`config.mk`:
```
export PLATFORM = sky130hd
export DESIGN_NAME = wkc_top
export DESIGN_NICKNAME = d
export VERILOG_FILES = /design/src/shared/wkc_pkg.sv /design/src/verilog/wkc_edge_sync.sv /design/src/verilog/wkc_top.sv
export VERILOG_INCLUDE_DIRS = /design/src /design/src/shared
export SDC_FILE = /design/constraint.sdc
export NUM_CORES = 1
export LEC_CHECK = 0
export BUFFER_PORTS_ARGS = -buffer_cell sky130_fd_sc_hd__buf_2
export CAP_MARGIN = 5
export CORE_UTILIZATION = 50
export CTS_CLUSTER_SIZE = 14
export DETAILED_ROUTE_END_ITERATION = 16
export GPL_TIMING_DRIVEN = 0
export HOLD_SLACK_MARGIN = 0.1
export PLACE_DENSITY = 0.77
export RECOVER_POWER = 25
export SLEW_MARGIN = 10
export SYNTH_ARGS = -nofsm -noshare
export SYNTH_HDL_FRONTEND = slang
export SYNTH_SLANG_ARGS = --single-unit
```
`constraint.sdc`:
```
create_clock -name ref_clk -period 4.3 [get_ports ref_clk]
set_input_delay 0.43 -clock ref_clk [delete_from_list [all_inputs] [get_ports ref_clk]]
set_output_delay 0.43 -clock ref_clk [all_outputs]
set_load 0.01 [all_outputs]
```
`src/shared/wkc_defines.svh`:
```
/*
  Register map, field positions, reset values and timing counts of
  the wake-up flag, reset entry and NMI entry controller.
  Assumes it is included by its bare name after the package.
*/
`ifndef WKC_DEFINES_SVH
`define WKC_DEFINES_SVH

// ----------------------------------------------------------------
// Register byte addresses (one aligned word each)
// ----------------------------------------------------------------
`define WKC_ADDR_FLAGS 8'h00
`define WKC_ADDR_EDGE1 8'h04
`define WKC_ADDR_EDGE2 8'h08
`define WKC_ADDR_PMODE 8'h0C
`define WKC_ADDR_ENAB1 8'h10
`define WKC_ADDR_NFLAG 8'h14
`define WKC_ADDR_STAT 8'h18
`define WKC_ADDR_MASK 8'h1C

// ----------------------------------------------------------------
// Field layout
// ----------------------------------------------------------------
`define WKC_WAKE_N 6
`define WKC_NUM_N 4
`define WKC_FLAG_RSVD 2'h3
`define WKC_NMI_EG_BIT 7
`define WKC_WAKE_EN_BIT 5
`define WKC_STAT_WAKE 0
`define WKC_STAT_NUM 1
`define WKC_STAT_NMI 2
`define WKC_STAT_N 3

// ----------------------------------------------------------------
// Reset values and vector locations
// ----------------------------------------------------------------
`define WKC_ZERO6 6'h00
`define WKC_ZERO4 4'h0
`define WKC_ZERO8 8'h00
`define WKC_ZERO3 3'h0
`define WKC_VEC_HI 16'h0000
`define WKC_VEC_LO 16'h0001

// ----------------------------------------------------------------
// Timing
// ----------------------------------------------------------------
`define WKC_CLK_NS 5
`define WKC_RST_MIN_CYC 10

`endif

```
`src/shared/wkc_pkg.sv`:
```
/*
  Types shared by the controller, the far-side model and the bench.
  Assumes nothing of its surroundings.
*/
package wkc_pkg;

  // ----------------------------------------------------------------
  // Request source towards the CPU core
  // ----------------------------------------------------------------
  typedef enum logic [2:0] {
    WKC_SRC_NMI,
    WKC_SRC_NUM0,
    WKC_SRC_NUM1,
    WKC_SRC_NUM2,
    WKC_SRC_NUM3,
    WKC_SRC_WAKE
  } wkc_src_type;

  // Request bundle: valid plus the chosen source
  typedef struct packed {
    logic valid;
    wkc_src_type source;
  } wkc_cpu_req_type;

  // Reset exception sequence
  typedef enum logic [2:0] {
    WKC_ST_MASK,
    WKC_ST_FETCH_HI,
    WKC_ST_FETCH_LO,
    WKC_ST_LOAD,
    WKC_ST_RUN
  } wkc_state_type;

endpackage

```
`src/verilog/wkc_edge_sync.sv`:
```
/*
  Two-flop synchroniser with per-bit selectable edge detection.
  Assumes pins may change at any time relative to ref_clk.
*/
module wkc_edge_sync #(
  parameter int N = 1
) (
  // Clock, reset, enable
  input wire logic ref_clk,
  input wire logic reset_n,
  input wire logic clk_en,
  // Pins and edge choice (1 = rising)
  input wire logic [N-1:0] pin,
  input wire logic [N-1:0] rise_sel,
  // One-cycle edge pulses
  output logic [N-1:0] edge_hit
);

  logic [N-1:0] meta;  // First stage, read only by sync
  logic [N-1:0] sync;  // Second stage
  logic [N-1:0] prev;  // Delayed copy for edge compare

  // ----------------------------------------------------------------
  // Synchroniser and history
  // ----------------------------------------------------------------
  // Pins idle high after reset, so reset to ones avoids a false edge
  always_ff @(posedge ref_clk or negedge reset_n) begin
    if (!reset_n) begin
      meta <= '1;
      sync <= '1;
      prev <= '1;
    end else if (clk_en) begin
      meta <= pin;
      sync <= meta;
      prev <= sync;
    end
  end

  // Edge compare on settled stages only
  always_comb begin
    edge_hit = clk_en ? ((sync & ~prev & rise_sel) |
                         (~sync & prev & ~rise_sel)) : '0;
  end

endmodule

```
`src/verilog/wkc_top.sv`:
```
/*
  Wake-up flag register, numbered request flags, NMI edge detection,
  request priority towards the CPU core, and the reset exception
  sequence that sets the mask bit and loads the reset vector.
  Assumes an Avalon-MM master with waitrequest, a byte-wide vector
  read port to program memory, and a CPU core that acknowledges
  accepted requests for one cycle.
*/
// Chosen here: the Avalon-MM interface to the registers and the address map.
// Summary of operation
// - Wake flag sets on selected edge, pin enabled
// - Wake flag clears only by writing zero
// - Bits 7,6 read one; flags reset zero
// - Low reset halts and initialises everything
// - After release, set CONDITION_CODE_REGISTER mask bit first
// - Fetch vector at 0000-0001 into PC
// - Sources: NMI, four numbered, six wake; only numbered pins 0,1 have a pin-mode bit, so 2,3 never raise a request
// - NMI sensed on selectable pin edge
// - NMI highest priority, ignores mask bit
// - Wake requests share vector, per-pin edges
// - One group enable gates wake requests
`include "wkc_defines.svh"
module wkc_top (
  // Clock, reset, enable
  input wire logic ref_clk,
  input wire logic reset_n,
  input wire logic clk_en,
  // Avalon-MM slave
  input wire logic [7:0] avs_address,
  input wire logic avs_read,
  input wire logic avs_write,
  input wire logic [31:0] avs_writedata,
  input wire logic [3:0] avs_byteenable,
  output logic [31:0] avs_readdata,
  output logic avs_waitrequest,
  // External interrupt pins
  input wire logic nmi_pin,
  input wire logic [`WKC_NUM_N-1:0] numbered_request_pins,
  input wire logic [`WKC_WAKE_N-1:0] wake_pins,
  // CPU core
  input wire logic cpu_i_bit,
  input wire logic cpu_ack,
  output wkc_pkg::wkc_cpu_req_type cpu_req,
  output logic cpu_halt,
  output logic ccr_i_set,
  output logic pc_load,
  output logic [15:0] pc_value,
  // Vector read port
  output logic vec_rd_req,
  output logic [15:0] vec_addr,
  input wire logic [7:0] vec_rd_data,
  input wire logic vec_rd_ack,
  // Interrupt to system
  output logic irq
);

  // ----------------------------------------------------------------
  // Declarations
  // ----------------------------------------------------------------
  logic [`WKC_WAKE_N-1:0] wakeup_request_flags;  // Wake flags
  logic [`WKC_NUM_N-1:0] num_flags;   // Numbered request flags
  logic [7:0] edge_select_reg_1;      // NMI edge + numbered edges
  logic [`WKC_WAKE_N-1:0] wake_edges; // Per-pin wake edge choice
  logic [`WKC_WAKE_N-1:0] wake_pmode; // Pin used as interrupt input
  logic [`WKC_NUM_N-1:0] num_pmode;   // Same for numbered pins
  logic [7:0] interrupt_enable_reg_1; // Group and numbered enables
  logic [`WKC_STAT_N-1:0] ev_status;  // Sticky event status
  logic [`WKC_STAT_N-1:0] ev_mask;    // Event mask
  logic nmi_pend;                     // NMI waiting for acceptance
  logic bus_ack;                      // Second cycle of an access
  logic bus_req;                      // Any access present
  logic wr_go;                        // Write takes effect
  logic rd_go;                        // Read data taken
  logic be0;                          // Low byte lane enabled
  logic [`WKC_WAKE_N-1:0] wake_hit;   // Wake edges seen
  logic [`WKC_NUM_N-1:0] num_hit;     // Numbered edges seen
  logic nmi_hit;                      // NMI edge seen
  logic [7:0] flag_clr;               // Wake flags written zero
  logic [7:0] nflag_clr;              // Numbered flags written zero
  logic [`WKC_WAKE_N-1:0] wake_set;   // Wake flag set terms
  logic [`WKC_NUM_N-1:0] num_set;     // Numbered flag set terms
  logic wake_group;                   // Gated wake request
  logic [`WKC_NUM_N-1:0] num_req;     // Gated numbered requests
  logic nmi_eg;                       // NMI rising when 1
  logic running;                      // Reset sequence done
  logic [7:0] next_rdata;             // Read mux
  wkc_pkg::wkc_state_type state;      // Reset sequence state
  wkc_pkg::wkc_cpu_req_type next_req; // Priority result

  // Write of zero clears; writing one leaves the bit alone
  function automatic logic [7:0] clr_mask(input logic [7:0] wd,
                                           input logic hit);
    clr_mask = hit ? ~wd : `WKC_ZERO8;
  endfunction

  // Register address match, used by every register
  function automatic logic at(input logic [7:0] a);
    at = (avs_address == a);
  endfunction

  // ----------------------------------------------------------------
  // Pin edge detection
  // ----------------------------------------------------------------
  assign nmi_eg = edge_select_reg_1[`WKC_NMI_EG_BIT];

  // Six wake pins, each with its own edge choice
  wkc_edge_sync #(.N(`WKC_WAKE_N)) u_wake (
    .ref_clk(ref_clk),
    .reset_n(reset_n),
    .clk_en(clk_en),
    .pin(wake_pins),
    .rise_sel(wake_edges),
    .edge_hit(wake_hit)
  );

  // Four numbered request pins
  wkc_edge_sync #(.N(`WKC_NUM_N)) u_num (
    .ref_clk(ref_clk),
    .reset_n(reset_n),
    .clk_en(clk_en),
    .pin(numbered_request_pins),
    .rise_sel(edge_select_reg_1[`WKC_NUM_N-1:0]),
    .edge_hit(num_hit)
  );

  // NMI pin with its own edge choice
  wkc_edge_sync #(.N(1)) u_nmi (
    .ref_clk(ref_clk),
    .reset_n(reset_n),
    .clk_en(clk_en),
    .pin(nmi_pin),
    .rise_sel(nmi_eg),
    .edge_hit(nmi_hit)
  );

  // Only pins set up as interrupt inputs raise a flag
  assign wake_set = wake_hit & wake_pmode;
  assign num_set = num_hit & num_pmode;

  // ----------------------------------------------------------------
  // Avalon-MM handshake
  // ----------------------------------------------------------------
  // Fixed two-cycle access: the first cycle prepares read data,
  // the second drops waitrequest. Costs a cycle, keeps timing easy.
  assign bus_req = avs_read | avs_write;
  assign avs_waitrequest = bus_req & ~bus_ack;
  assign wr_go = clk_en & avs_write & bus_ack;
  assign rd_go = clk_en & avs_read & bus_ack;
  assign be0 = avs_byteenable[0];

  // Access phase
  always_ff @(posedge ref_clk or negedge reset_n) begin
    if (!reset_n) begin
      bus_ack <= 1'b0;
    end else if (clk_en) begin
      bus_ack <= bus_req & ~bus_ack;
    end
  end

  // Read mux; unmapped addresses read zero
  always_comb begin
    next_rdata = `WKC_ZERO8;
    unique case (1'b1)
      at(`WKC_ADDR_FLAGS): begin
        next_rdata = {`WKC_FLAG_RSVD, wakeup_request_flags};
      end
      at(`WKC_ADDR_EDGE1): next_rdata = edge_select_reg_1;
      at(`WKC_ADDR_EDGE2): next_rdata = {2'h0, wake_edges};
      at(`WKC_ADDR_PMODE): next_rdata = {num_pmode[1:0], wake_pmode};
      at(`WKC_ADDR_ENAB1): next_rdata = interrupt_enable_reg_1;
      at(`WKC_ADDR_NFLAG): next_rdata = {4'h0, num_flags};
      at(`WKC_ADDR_STAT): next_rdata = {5'h00, ev_status};
      at(`WKC_ADDR_MASK): next_rdata = {5'h00, ev_mask};
      default: next_rdata = `WKC_ZERO8;
    endcase
  end

  // Read data captured in the first cycle, stands at the ack edge
  always_ff @(posedge ref_clk or negedge reset_n) begin
    if (!reset_n) begin
      avs_readdata <= 32'h00000000;
    end else if (clk_en && avs_read && !bus_ack) begin
      avs_readdata <= {24'h000000, next_rdata};
    end
  end

  // ----------------------------------------------------------------
  // Configuration registers
  // ----------------------------------------------------------------
  // Software written settings; all zero out of reset
  always_ff @(posedge ref_clk or negedge reset_n) begin
    if (!reset_n) begin
      edge_select_reg_1 <= `WKC_ZERO8;
      wake_edges <= `WKC_ZERO6;
      wake_pmode <= `WKC_ZERO6;
      num_pmode <= `WKC_ZERO4;
      interrupt_enable_reg_1 <= `WKC_ZERO8;
      ev_mask <= `WKC_ZERO3;
    end else if (wr_go && be0) begin
      if (at(`WKC_ADDR_EDGE1)) begin
        edge_select_reg_1 <= avs_writedata[7:0];
      end
      if (at(`WKC_ADDR_EDGE2)) begin
        wake_edges <= avs_writedata[`WKC_WAKE_N-1:0];
      end
      if (at(`WKC_ADDR_PMODE)) begin
        wake_pmode <= avs_writedata[`WKC_WAKE_N-1:0];
        num_pmode <= {2'h0, avs_writedata[7:6]};
      end
      if (at(`WKC_ADDR_ENAB1)) begin
        interrupt_enable_reg_1 <= avs_writedata[7:0];
      end
      if (at(`WKC_ADDR_MASK)) begin
        ev_mask <= avs_writedata[`WKC_STAT_N-1:0];
      end
    end
  end

  // ----------------------------------------------------------------
  // Request flags
  // ----------------------------------------------------------------
  // Clear terms; a process so the address decode is seen as well
  always_comb begin
    flag_clr = clr_mask(avs_writedata[7:0],
                        wr_go & be0 & at(`WKC_ADDR_FLAGS));
    nflag_clr = clr_mask(avs_writedata[7:0],
                         wr_go & be0 & at(`WKC_ADDR_NFLAG));
  end

  // Wake flags: set by edge, cleared only by a written zero, and
  // the set term is or-ed last so a colliding edge survives.
  // Reading or CPU acceptance leaves them untouched.
  always_ff @(posedge ref_clk or negedge reset_n) begin
    if (!reset_n) begin
      wakeup_request_flags <= `WKC_ZERO6;
    end else if (clk_en) begin
      wakeup_request_flags <= (wakeup_request_flags &
        ~flag_clr[`WKC_WAKE_N-1:0])
        | wake_set;
    end
  end

  // Numbered flags follow the same write-zero discipline
  always_ff @(posedge ref_clk or negedge reset_n) begin
    if (!reset_n) begin
      num_flags <= `WKC_ZERO4;
    end else if (clk_en) begin
      num_flags <= (num_flags & ~nflag_clr[`WKC_NUM_N-1:0])
        | num_set;
    end
  end

  // NMI stays pending until the core takes it; new edge wins
  always_ff @(posedge ref_clk or negedge reset_n) begin
    if (!reset_n) begin
      nmi_pend <= 1'b0;
    end else if (clk_en) begin
      if (nmi_hit) begin
        nmi_pend <= 1'b1;
      end else if (cpu_ack && cpu_req.valid &&
                   cpu_req.source == wkc_pkg::WKC_SRC_NMI) begin
        nmi_pend <= 1'b0;
      end
    end
  end

  // ----------------------------------------------------------------
  // Priority towards the CPU core
  // ----------------------------------------------------------------
  // All six wake flags fold onto one request and one vector
  assign wake_group = (|wakeup_request_flags) &
    interrupt_enable_reg_1[`WKC_WAKE_EN_BIT];
  assign num_req = num_flags &
    interrupt_enable_reg_1[`WKC_NUM_N-1:0];

  // Nothing is offered before the reset sequence completes, since
  // the stack pointer is not yet valid. NMI ignores the mask bit.
  always_comb begin
    next_req.valid = 1'b0;
    next_req.source = wkc_pkg::WKC_SRC_NMI;
    if (!running) begin
      next_req.valid = 1'b0;
    end else if (nmi_pend) begin
      next_req.valid = 1'b1;
    end else if (!cpu_i_bit && num_req[0]) begin
      next_req.valid = 1'b1;
      next_req.source = wkc_pkg::WKC_SRC_NUM0;
    end else if (!cpu_i_bit && num_req[1]) begin
      next_req.valid = 1'b1;
      next_req.source = wkc_pkg::WKC_SRC_NUM1;
    end else if (!cpu_i_bit && num_req[2]) begin
      next_req.valid = 1'b1;
      next_req.source = wkc_pkg::WKC_SRC_NUM2;
    end else if (!cpu_i_bit && num_req[3]) begin
      next_req.valid = 1'b1;
      next_req.source = wkc_pkg::WKC_SRC_NUM3;
    end else if (!cpu_i_bit && wake_group) begin
      next_req.valid = 1'b1;
      next_req.source = wkc_pkg::WKC_SRC_WAKE;
    end
  end
  assign cpu_req = next_req;

  // ----------------------------------------------------------------
  // Reset exception sequence
  // ----------------------------------------------------------------
  // Asynchronous reset halts everything; release starts at the
  // mask step. Holding reset long enough is the board's job.
  always_ff @(posedge ref_clk or negedge reset_n) begin
    if (!reset_n) begin
      state <= wkc_pkg::WKC_ST_MASK;
    end else if (clk_en) begin
      unique case (state)
        wkc_pkg::WKC_ST_MASK: begin
          state <= wkc_pkg::WKC_ST_FETCH_HI;
        end
        wkc_pkg::WKC_ST_FETCH_HI: begin
          if (vec_rd_ack) begin
            state <= wkc_pkg::WKC_ST_FETCH_LO;
          end
        end
        wkc_pkg::WKC_ST_FETCH_LO: begin
          if (vec_rd_ack) begin
            state <= wkc_pkg::WKC_ST_LOAD;
          end
        end
        wkc_pkg::WKC_ST_LOAD: begin
          state <= wkc_pkg::WKC_ST_RUN;
        end
        wkc_pkg::WKC_ST_RUN: begin
          state <= wkc_pkg::WKC_ST_RUN;
        end
      endcase
    end
  end

  // Vector bytes, high byte first, gathered into the PC value
  always_ff @(posedge ref_clk or negedge reset_n) begin
    if (!reset_n) begin
      pc_value <= `WKC_VEC_HI;
    end else if (clk_en && vec_rd_ack) begin
      if (state == wkc_pkg::WKC_ST_FETCH_HI) begin
        pc_value[15:8] <= vec_rd_data;
      end else if (state == wkc_pkg::WKC_ST_FETCH_LO) begin
        pc_value[7:0] <= vec_rd_data;
      end
    end
  end

  // Vector address register follows the fetch steps
  always_ff @(posedge ref_clk or negedge reset_n) begin
    if (!reset_n) begin
      vec_addr <= `WKC_VEC_HI;
    end else if (clk_en) begin
      if (state == wkc_pkg::WKC_ST_FETCH_HI && vec_rd_ack) begin
        vec_addr <= `WKC_VEC_LO;
      end else if (state == wkc_pkg::WKC_ST_FETCH_LO && vec_rd_ack) begin
        vec_addr <= `WKC_VEC_HI;
      end
    end
  end

  assign running = (state == wkc_pkg::WKC_ST_RUN);
  assign cpu_halt = ~running;
  assign ccr_i_set = clk_en & (state == wkc_pkg::WKC_ST_MASK);
  assign pc_load = clk_en & (state == wkc_pkg::WKC_ST_LOAD);
  assign vec_rd_req = (state == wkc_pkg::WKC_ST_FETCH_HI) |
                      (state == wkc_pkg::WKC_ST_FETCH_LO);

  // ----------------------------------------------------------------
  // Event status and interrupt output
  // ----------------------------------------------------------------
  // Cleared by a read of the status register; a new event in the
  // same cycle wins over that clear.
  always_ff @(posedge ref_clk or negedge reset_n) begin
    if (!reset_n) begin
      ev_status <= `WKC_ZERO3;
    end else if (clk_en) begin
      ev_status <= (ev_status &
        ~{`WKC_STAT_N{rd_go & at(`WKC_ADDR_STAT)}})
        | {nmi_hit, |num_set, |wake_set};
    end
  end

  assign irq = |(ev_status & ev_mask);
endmodule
```
==> metrics.yaml, run 1 <==
maxSlewViolCount: 0
wire_per_inst_um: 16.1
dieArea_mm2: 0.0107
setup.worst_path.end_class: "primary output"
diodes: 0
maxCapViolCount: 0
wl_mm: 11.2
fin_setup_tns_ns: 0
post-dp-hpwl_mm: 8.47
fin_crit_ns: 2.59
critPathTopFamily: "simple AND/OR/NAND/NOR gates"
outcome: "finished clean"
vias_per_cell: 5.33
gp_congestion: 0.879
num_vias: 3692
yosys-top-cells-area: "dfrtp_1 (37%), mux2_2 (17%), dfstp_2 (14%)"
async_flop_share_pct: 100
nNetsFinal: 626
hp-class: "in2async"
drc_errors: 0
worst_ep_required_time_ns: 3.87
tritoncts: "built"
ctsHtreeMaxLevel: 3
rsz0062_at_grt: "false"
cts_made_buffers: 9
worst_pin_slew_ns: 0.761
fp.dieH_um: 103
syn2layout_area_growth_pct: 18.0
synth_edf_count: 0
die_x_um: 103
first_global_vias: 3679
final_util_pct: 61.3
synthCells: 430
final_common_cell: "buf_2"
grt_usage_pct: 22.7
synth-seq-cells: 103
path_clk_slew_ns: 0.11
critPathSlowestCell: "or4_1"
io_pins: 145
slew_headroom_pct: 49.3
fin_hold_ws_ns: 0.131
core_mm2: 0.00986
syn_area_mm2: 0.00512
path_buf_inv: 1
postCtsResizedCells: 0
finalSetupViolCount: 0
power_density_mw_per_mm2: 400
fillCellCount: 825
arrival_ns: 2.16
grt_start_max_net_pins: 63
drt_pass1_iterations: 4
criticalPathCategory: "reg2out"
busiest_layer: "met2"
path_cells: "or4_1, o31ai_1, nand3b_1, a311oi_1, buf_2"
clock-sinks: 103
synth_top_area_cell: "dfrtp_1"
ctsRootBufferMaster: "clkbuf_8"
use_met2_pct: 38.1
ys_seq_area_share_pct: 51.0
numPortBuffers: 75
yosys_warnings: 0
drive_gt1_share_pct: 46.4
crit_fanout: 3
hold_buffers: 0
rrSetupSlack_ns: 2.41
antenna_found_initial: 0
num_rows: 36
overflow: 0
leakagePower_nw: 2.89
start_kind: "register"
post_cts.repair.setup_buffers: 0
layout_common_cells: "buf_2 (78), mux2_2 (77), dfrtp_1 (76)"
gr-usage-met3_pct: 5.04
drt-initial-drc-count: 166
grt_pass1_wl_mm: 18.2
synth-main-ff-cell: "dfrtp_1"
yosysUniqueCellTypes: 55
antenna_left: 0
min_period_over_period_pct: 60.1
initial_utilization_pct: 51.9
fmax_ghz: 0.387
syn_avg_cell_area_um2: 11.9
cpPeakStageDelay_ns: 0.52
clock_latency_ns: 0.37
finalHoldViolCount: 0
cts.path.max_buffers: 2
grtUsageMet1_pct: 29.5
yosysTopAreaCellShare_pct: 37.1
ir_worst_vdd_v: 0.000371
fin_skew_ns: 0.0111
==> worst paths after layout <==
check,startpoint,to,cells after the start
min in group ref_clk,wake_pins[2],u_wake.meta[2],2
hold / removal,reset_n,edge_select_reg_1[4],1
setup reg to reg,bus_ack,edge_select_reg_1[6],4
setup / recovery,wakeup_request_flags[1],cpu_req[0],5
max in group asynchronous,reset_n,u_wake.prev[3],2
hold reg to reg,avs_readdata[7],avs_readdata[7],2
==> cells in the mapped netlist, drive strengths merged (2+ instances only) <==
master,n
buf,49
nand2b,9
a41oi,2
nand4,4
nand3b,11
or3,2
nand2,39
nand4b,2
nor4b,3
nor3,4
o21a,2
a221oi,2
nor3b,6
o22ai,4
or2,2
inv,6
mux2,77
dfrtp,76
clkbuf,6
mux2i,7
dfstp,27
a32oi,5
nor4,3
a21o,3
and3,4
o21ai,23
mux4,4
a21oi,12
nor2,9
nand3,6
or3b,4
a31oi,4
==> metal layers <==
layer	vias to the layer above	wire length [µm]
met4	0	195
met3	17	760
met1	1804	4690
met5	-	0
met2	139	5550
li1	1732	-
==> final cells by class <==
| type | count | area (µm²) | share of cell area [%] |
|---|---|---|---|
| buffer | 55 | 365 | 6.04 |
| clock inverter | 7 | 91.3 | 1.51 |
| sequential | 103 | 2610 | 43.2 |
| clock buffer | 9 | 124 | 2.05 |
| multi-input combinational | 304 | 2270 | 37.5 |
| timing repair buffer | 76 | 398 | 6.58 |
| tap | 133 | 166 | 2.75 |
| inverter | 6 | 22.5 | 0.373 |
==> where the power goes <==
group / total, mW / switching, mW / internal [mW]
logic: 0.533 / 0.266 / 0.267
clock network: 0.645 / 0.361 / 0.283
registers: 1.24 / 0.0997 / 1.14
==> state kept, by name (all words and copies together), names as in the netlist, 2 cells and up <==
name / flops
num_flags: 4
num_pmode: 2
pc_value: 16
state: 3
wake_pmode: 6
edge_select_reg_1: 8
wake_edges: 6
ev_mask: 3
u_num.prev: 2
interrupt_enable_reg_1: 8
u_wake.prev: 6
wakeup_request_flags: 6
avs_readdata: 8
ev_status: 3
u_num.meta: 2
u_num.sync: 2
u_wake.sync: 6
u_wake.meta: 6
==> kinds of logic (layout without fill, tap and decap cells) <==
kind of cell    after synthesis  in the layout  synth area share, %
flops                       103            103                 51.0
other cells                   1             39               0.0732
simple gates                113            113                 13.5
mux                          88             88                 20.0
compound gates               64             64                 7.84
buf+inv                      61            153                 7.57
==> stage by stage <==
step	setup slack, ns	instance area (µm²)	power [mW]	instances
3_5_place_dp	2.05	5830	1.79	677
2_1_floorplan	2.50	5270	1.58	468
3_3_place_gp	1.80	5810	1.77	676
4_1_cts	1.70	6050	2.44	693
6_report	1.71	6050	2.42	693
5_1_grt	1.65	6050	2.55	693
Note: power is estimated with default switching activity, not from simulation.
==> inputs of run 2 (changes only) <==
==> constraint.sdc (replaced) <==
create_clock -name ref_clk -period 2.5 [get_ports ref_clk]
set_input_delay 0.25 -clock ref_clk [delete_from_list [all_inputs] [get_ports ref_clk]]
set_output_delay 0.25 -clock ref_clk [all_outputs]
set_load 0.01 [all_outputs]
==> metrics.yaml, run 2 (synthesis gave the netlist of run 1 again) <==
rrSetupSlack_ns: 0.60  # -1.81 ns
placed_area_mm2: 0.00583  # unchanged
grt_usage_pct: 22.9  # +0.13 points
slew_headroom_pct: 0.659  # -49 points
layout.area.seq_mm2: 0.00261  # unchanged
maxCapViolCount: 0  # unchanged
antenna_left: 0  # unchanged
multi_input_area_mm2: 0.00227  # unchanged
drc_errors: 0  # unchanged
fin_skew_ns: 0.0112  # +0.0000158 ns
busiest_layer: "met2"
finalSetupViolCount: 0  # unchanged
grt_start_max_net_pins: 63  # unchanged
use_met2_pct: 38.4  # +0.31 points
gp_congestion: 0.879  # unchanged
start_kind: "register"
clock_latency_ns: 0.37  # about the same
first_global_vias: 3707  # +0.76%
fmax_ghz: 0.419
setup.worst_path.end_class: "primary output"
antenna_found_initial: 0  # unchanged
crit_fanout: 3  # unchanged
initial_utilization_pct: 51.9  # unchanged
ctsHtreeMaxLevel: 3  # unchanged
ctsRootBufferMaster: "clkbuf_8"
fillCellCount: 817  # -0.97%
final_area_mm2: 0.00611  # +1.1%
rsz0062_at_grt: "false"
nNetsFinal: 633  # +1.1%
arrival_ns: 2.14  # -0.02 ns
maxSlewViolCount: 0  # unchanged
min_period_over_period_pct: 95.5
wl_mm: 11.4  # +1.6%
worst_pin_slew_ns: 1.49  # +0.729 ns
io_pins: 145  # unchanged
finalHoldViolCount: 0  # unchanged
tritoncts: "built"
clock-sinks: 103  # unchanged
power_density_mw_per_mm2: 683  # +71%
syn2layout_area_growth_pct: 19.3
num_rows: 36  # unchanged
dp.cells: 677  # unchanged
fin_hold_ws_ns: 0.110  # -0.0211 ns
num_vias: 3717  # +0.68%
worst_ep_required_time_ns: 2.25  # -1.62 ns
ir_worst_vdd_v: 0.000639  # +72%
drive_gt1_share_pct: 45.7  # -0.75 points
post-dp-hpwl_mm: 8.47  # unchanged
cts_made_buffers: 9  # unchanged
drt-initial-drc-count: 166  # unchanged
vias_per_cell: 5.31  # -0.33%
dieArea_mm2: 0.0107  # unchanged
die_x_um: 103  # unchanged
top_register: "pc_value"
leakagePower_nw: 2.92  # +0.89%
grt_pass1_wl_mm: 18.3  # +0.68%
path_clk_slew_ns: 0.11  # about the same
gr-usage-met3_pct: 5.04  # unchanged
core_mm2: 0.00986  # unchanged
post_cts.repair.setup_buffers: 0  # unchanged
grtUsageMet1_pct: 29.7  # +0.13 points
hp-class: "in2reg"
fin_setup_tns_ns: 0  # unchanged
fp.dieH_um: 103  # unchanged
final_cells: 700  # +1.0%
numPortBuffers: 75  # unchanged
outcome: "finished clean"
drt_pass1_iterations: 6  # +2
layout_common_cells: "mux2_2 (77), buf_2 (77), dfrtp_1 (76)"
criticalPathCategory: "reg2out"
largest_reg_flops: 16  # unchanged
diodes: 0  # unchanged
wire_per_inst_um: 16.2  # +0.56%
overflow: 0  # unchanged
cts.path.max_buffers: 2  # unchanged
fin_crit_ns: 2.39
==> run 2: changes by cell type in the layout (fill, tap and decap cells not counted) <==
cell / previous run / this run
buf_2: 78 / 77
buf_4: 42 / 41
clkbuf_2: 0 / 1
clkbuf_1: 6 / 7
dlygate4sd3_1: 0 / 7
==> run 2: cell type report <==
| type | instances | share of cell area (%) |
|---|---|---|
| Inverter | 6 | 0.368 |
| Sequential cell | 103 | 42.7 |
| Tap cell | 133 | 2.72 |
| Clock buffer | 9 | 2.03 |
| Buffer | 55 | 5.98 |
| Multi-Input combinational cell | 304 | 37.1 |
| Clock inverter | 7 | 1.49 |
| Timing Repair Buffer | 83 | 7.59 |
==> run 2: layer usage <==
layer	routed length, µm	up-vias
li1	-	1742
met1	4810	1831
met2	5730	129
met3	662	15
met4	162	0
met5	0	-
==> run 2: path summary, 6_finish.rpt <==
path	cells after the start	end	startpoint
hold reg to reg	2	avs_readdata[7]	avs_readdata[7]
max in group asynchronous	3	u_wake.prev[3]	reset_n
hold / removal	2	u_wake.meta[3]	wake_pins[3]
setup / recovery	5	cpu_req[0]	wakeup_request_flags[1]
setup reg to reg	4	edge_select_reg_1[6]	bus_ack
min in group asynchronous	2	wake_edges[4]	reset_n
==> run 2: worst max-delay path, stage by stage, from the launching register on <==
cell and delay (ns):
dfrtp_1 0.42, or4_1 0.52, o31ai_1 0.42, nand3b_1 0.19, a311oi_1 0.08, buf_2 0.15
==> run 2: where the power goes <==
part           total, mW  switching [mW]  internal, mW
registers           2.14           0.172          1.96
logic              0.927           0.460         0.466
clock network       1.11           0.623         0.487
total               4.17            1.25          2.92
==> run 2: metrics by stage <==
step	total power, mW	setup WS, ns	util (%)
6_report	4.17	0.112	62.0
5_1_grt	4.40	0.0287	62.0
4_1_cts	4.19	0.0773	61.7
3_5_place_dp	3.08	0.425	59.1
3_3_place_gp	3.04	0.181	58.9
2_1_floorplan	2.72	0.881	-
==> run 2: repair_timing <==
action                    4_1_cts  5_1_grt
hold buffers                    4        3
hold endpoints to repair       41        3
gates resized for setup         0        0
==> inputs of run 3 (changes only) <==
==> constraint.sdc (replaced) <==
create_clock -name ref_clk -period 2.32 [get_ports ref_clk]
set_input_delay 0.232 -clock ref_clk [delete_from_list [all_inputs] [get_ports ref_clk]]
set_output_delay 0.232 -clock ref_clk [all_outputs]
set_load 0.01 [all_outputs]
==> metrics.yaml, run 3 (synthesis gave the netlist of run 1 again) <==
maxCapViolCount: 1  # +1
grt_pass1_wl_mm: 18.6  # +1.5%
wl_mm: 11.5  # +0.89%
crit_end: "cpu_req[0]"
drive_gt1_share_pct: 45.2  # -0.46 points
cts.path.max_buffers: 2  # unchanged
finalSetupViolCount: 0  # unchanged
grt_usage_pct: 23.2  # +0.30 points
antenna_found_initial: 0  # unchanged
crit_fanout: 3  # unchanged
gp_congestion: 0.879  # unchanged
initial_utilization_pct: 51.9  # unchanged
fin_hold_ws_ns: 0.112  # +0.00185 ns
clock-sinks: 103  # unchanged
multi_input_area_mm2: 0.00228  # +0.61%
syn2layout_area_growth_pct: 21.1
fmax_ghz: 0.448
post-dp-hpwl_mm: 8.47  # unchanged
final_area_mm2: 0.00621  # +1.5%
leakagePower_nw: 2.95  # +0.96%
num_vias: 3748  # +0.83%
io_pins: 145  # unchanged
wire_per_inst_um: 16.2  # -0.25%
num_rows: 36  # unchanged
swShare_pct: 30.1  # +0.031 points
largest_reg_flops: 16  # unchanged
hp-class: "in2reg"
die_x_um: 103  # unchanged
p_seq_share_pct: 51.0  # -0.2 points
top_register: "pc_value"
grt_start_max_net_pins: 63  # unchanged
final_util_pct: 62.9  # +0.95 points
dieArea_mm2: 0.0107  # unchanged
rr_worst_depth: 4  # unchanged
vias_per_cell: 5.29  # -0.31%
setup.worst_path.end_class: "primary output"
ctsRootBufferMaster: "clkbuf_8"
hold_depth: 2  # unchanged
power_density_mw_per_mm2: 727  # +6.5%
numPortBuffers: 75  # unchanged
startpoint: "wakeup_request_flags[1]"
clock_latency_ns: 0.37  # about the same
diodes: 0  # unchanged
dp_slack_ns: 0.263  # -0.162 ns
drc_errors: 0  # unchanged
drt-initial-drc-count: 172  # +3.6%
nNetsFinal: 641  # +1.3%
cts_made_buffers: 9  # unchanged
finalHoldViolCount: 0  # unchanged
start_kind: "register"
path_clk_slew_ns: 0.10  # about the same
p_int_mw: 3.15  # +8.1%
fp.dieH_um: 103  # unchanged
tritoncts: "built"
overflow: 0  # unchanged
slew_headroom_pct: 0.246  # -0.41 points
clkPwrFrac_pct: 26.5  # about the same
dp.cells: 677  # unchanged
worst_pin_slew_ns: 1.50  # +0.00619 ns
antenna_left: 0  # unchanged
fin_ws_ns: 0.0871  # -0.0250 ns
rrSetupSlack_ns: 0.41  # -0.19 ns
total_power_mw: 4.51  # +8.1%
placed_area_mm2: 0.00583  # unchanged
fin_crit_ns: 2.23
worstReg2RegEnd: "edge_select_reg_1[6]"
rsz0062_at_grt: "false"
fillCellCount: 804  # -1.6%
fin_skew_ns: 0.0110  # -0.000163 ns
arrival_ns: 2.00  # -0.14 ns
ctsHtreeMaxLevel: 3  # unchanged
p_sw_mw: 1.36  # +8.2%
rr_startpoint: "bus_ack"
outcome: "complete, but fails checks"
criticalPathCategory: "reg2out"
drt_pass1_iterations: 4  # -2
min_period_over_period_pct: 96.2
layout.area.seq_mm2: 0.00261  # unchanged
layout_common_cells: "mux2_2 (77), buf_2 (77), dfrtp_1 (76)"
violations: "max-capacitance violations"
core_mm2: 0.00986  # unchanged
fin_setup_tns_ns: 0  # unchanged
final_cells: 708  # +1.1%
first_global_vias: 3771  # +1.7%
maxSlewViolCount: 0  # unchanged
worst_ep_required_time_ns: 2.09  # -0.16 ns
ir_worst_vdd_v: 0.000704  # +10%
combPwrFrac_pct: 22.5  # +0.3 points
[run 3: routing by layer]
metal | share of wire (%) | global-route usage [%] | up-vias
met2 | 50 | 39.0 | 124
met1 | 43 | 30.1 | 1849
met3 | 5.6 | 4.91 | 16
met5 | 0 | 0 | -
li1 | - | - | 1759
met4 | 1.9 | 7.48 | 0
[run 3: timing repair]
| action | CTS | global route |
|---|---|---|
| buffers inserted | 0 | 0 |
| endpoints found under the hold margin | 56 | 0 |
| hold buffers | 15 | 0 |
| setup endpoints to repair | 3 | 2 |
| gates resized for setup | 1 | 1 |
[run 3: layout make-up]
cell class / count / share of cell area (%)
multi-input cells: 304 / 36.8
plain buffers: 55 / 5.89
flip-flops and latches: 103 / 42.1
well taps: 133 / 2.68
clock inverters: 7 / 1.47
inverters: 6 / 0.363
clock buffers: 9 / 2.00
repair buffers: 91 / 8.77
[run 3: power by group through the flow]
stage               combinational, mW  sequential (mW)  clock (mW)
floorplan                       0.561             2.37           0
global placement                0.967             2.31           0
detailed placement              0.993             2.33           0
CTS                              1.01             2.30        1.22
global route                     1.12             2.35        1.29
finish                           1.01             2.30        1.20
[run 3: worst min path at each step]
stage / to / startpoint / slack, ns
4_1_cts: pc_value[11] / vec_rd_data[3] / 0.10
6_report: pc_value[3] / vec_rd_data[3] / 0.11
3_3_place_gp: avs_readdata[4] / avs_readdata[4] / 0.46
2_1_floorplan: avs_readdata[0] / reset_n / -0.06
5_1_grt: pc_value[3] / vec_rd_data[3] / 0.11
3_5_place_dp: wake_edges[4] / reset_n / 0.36
[run 3: worst max-delay path, stage by stage (launching register included)]
cell and delay (ns):
dfrtp_1 0.42, or4_1 0.58, o31ai_4 0.24, nand3b_1 0.16, a311oi_1 0.08, buf_2 0.15
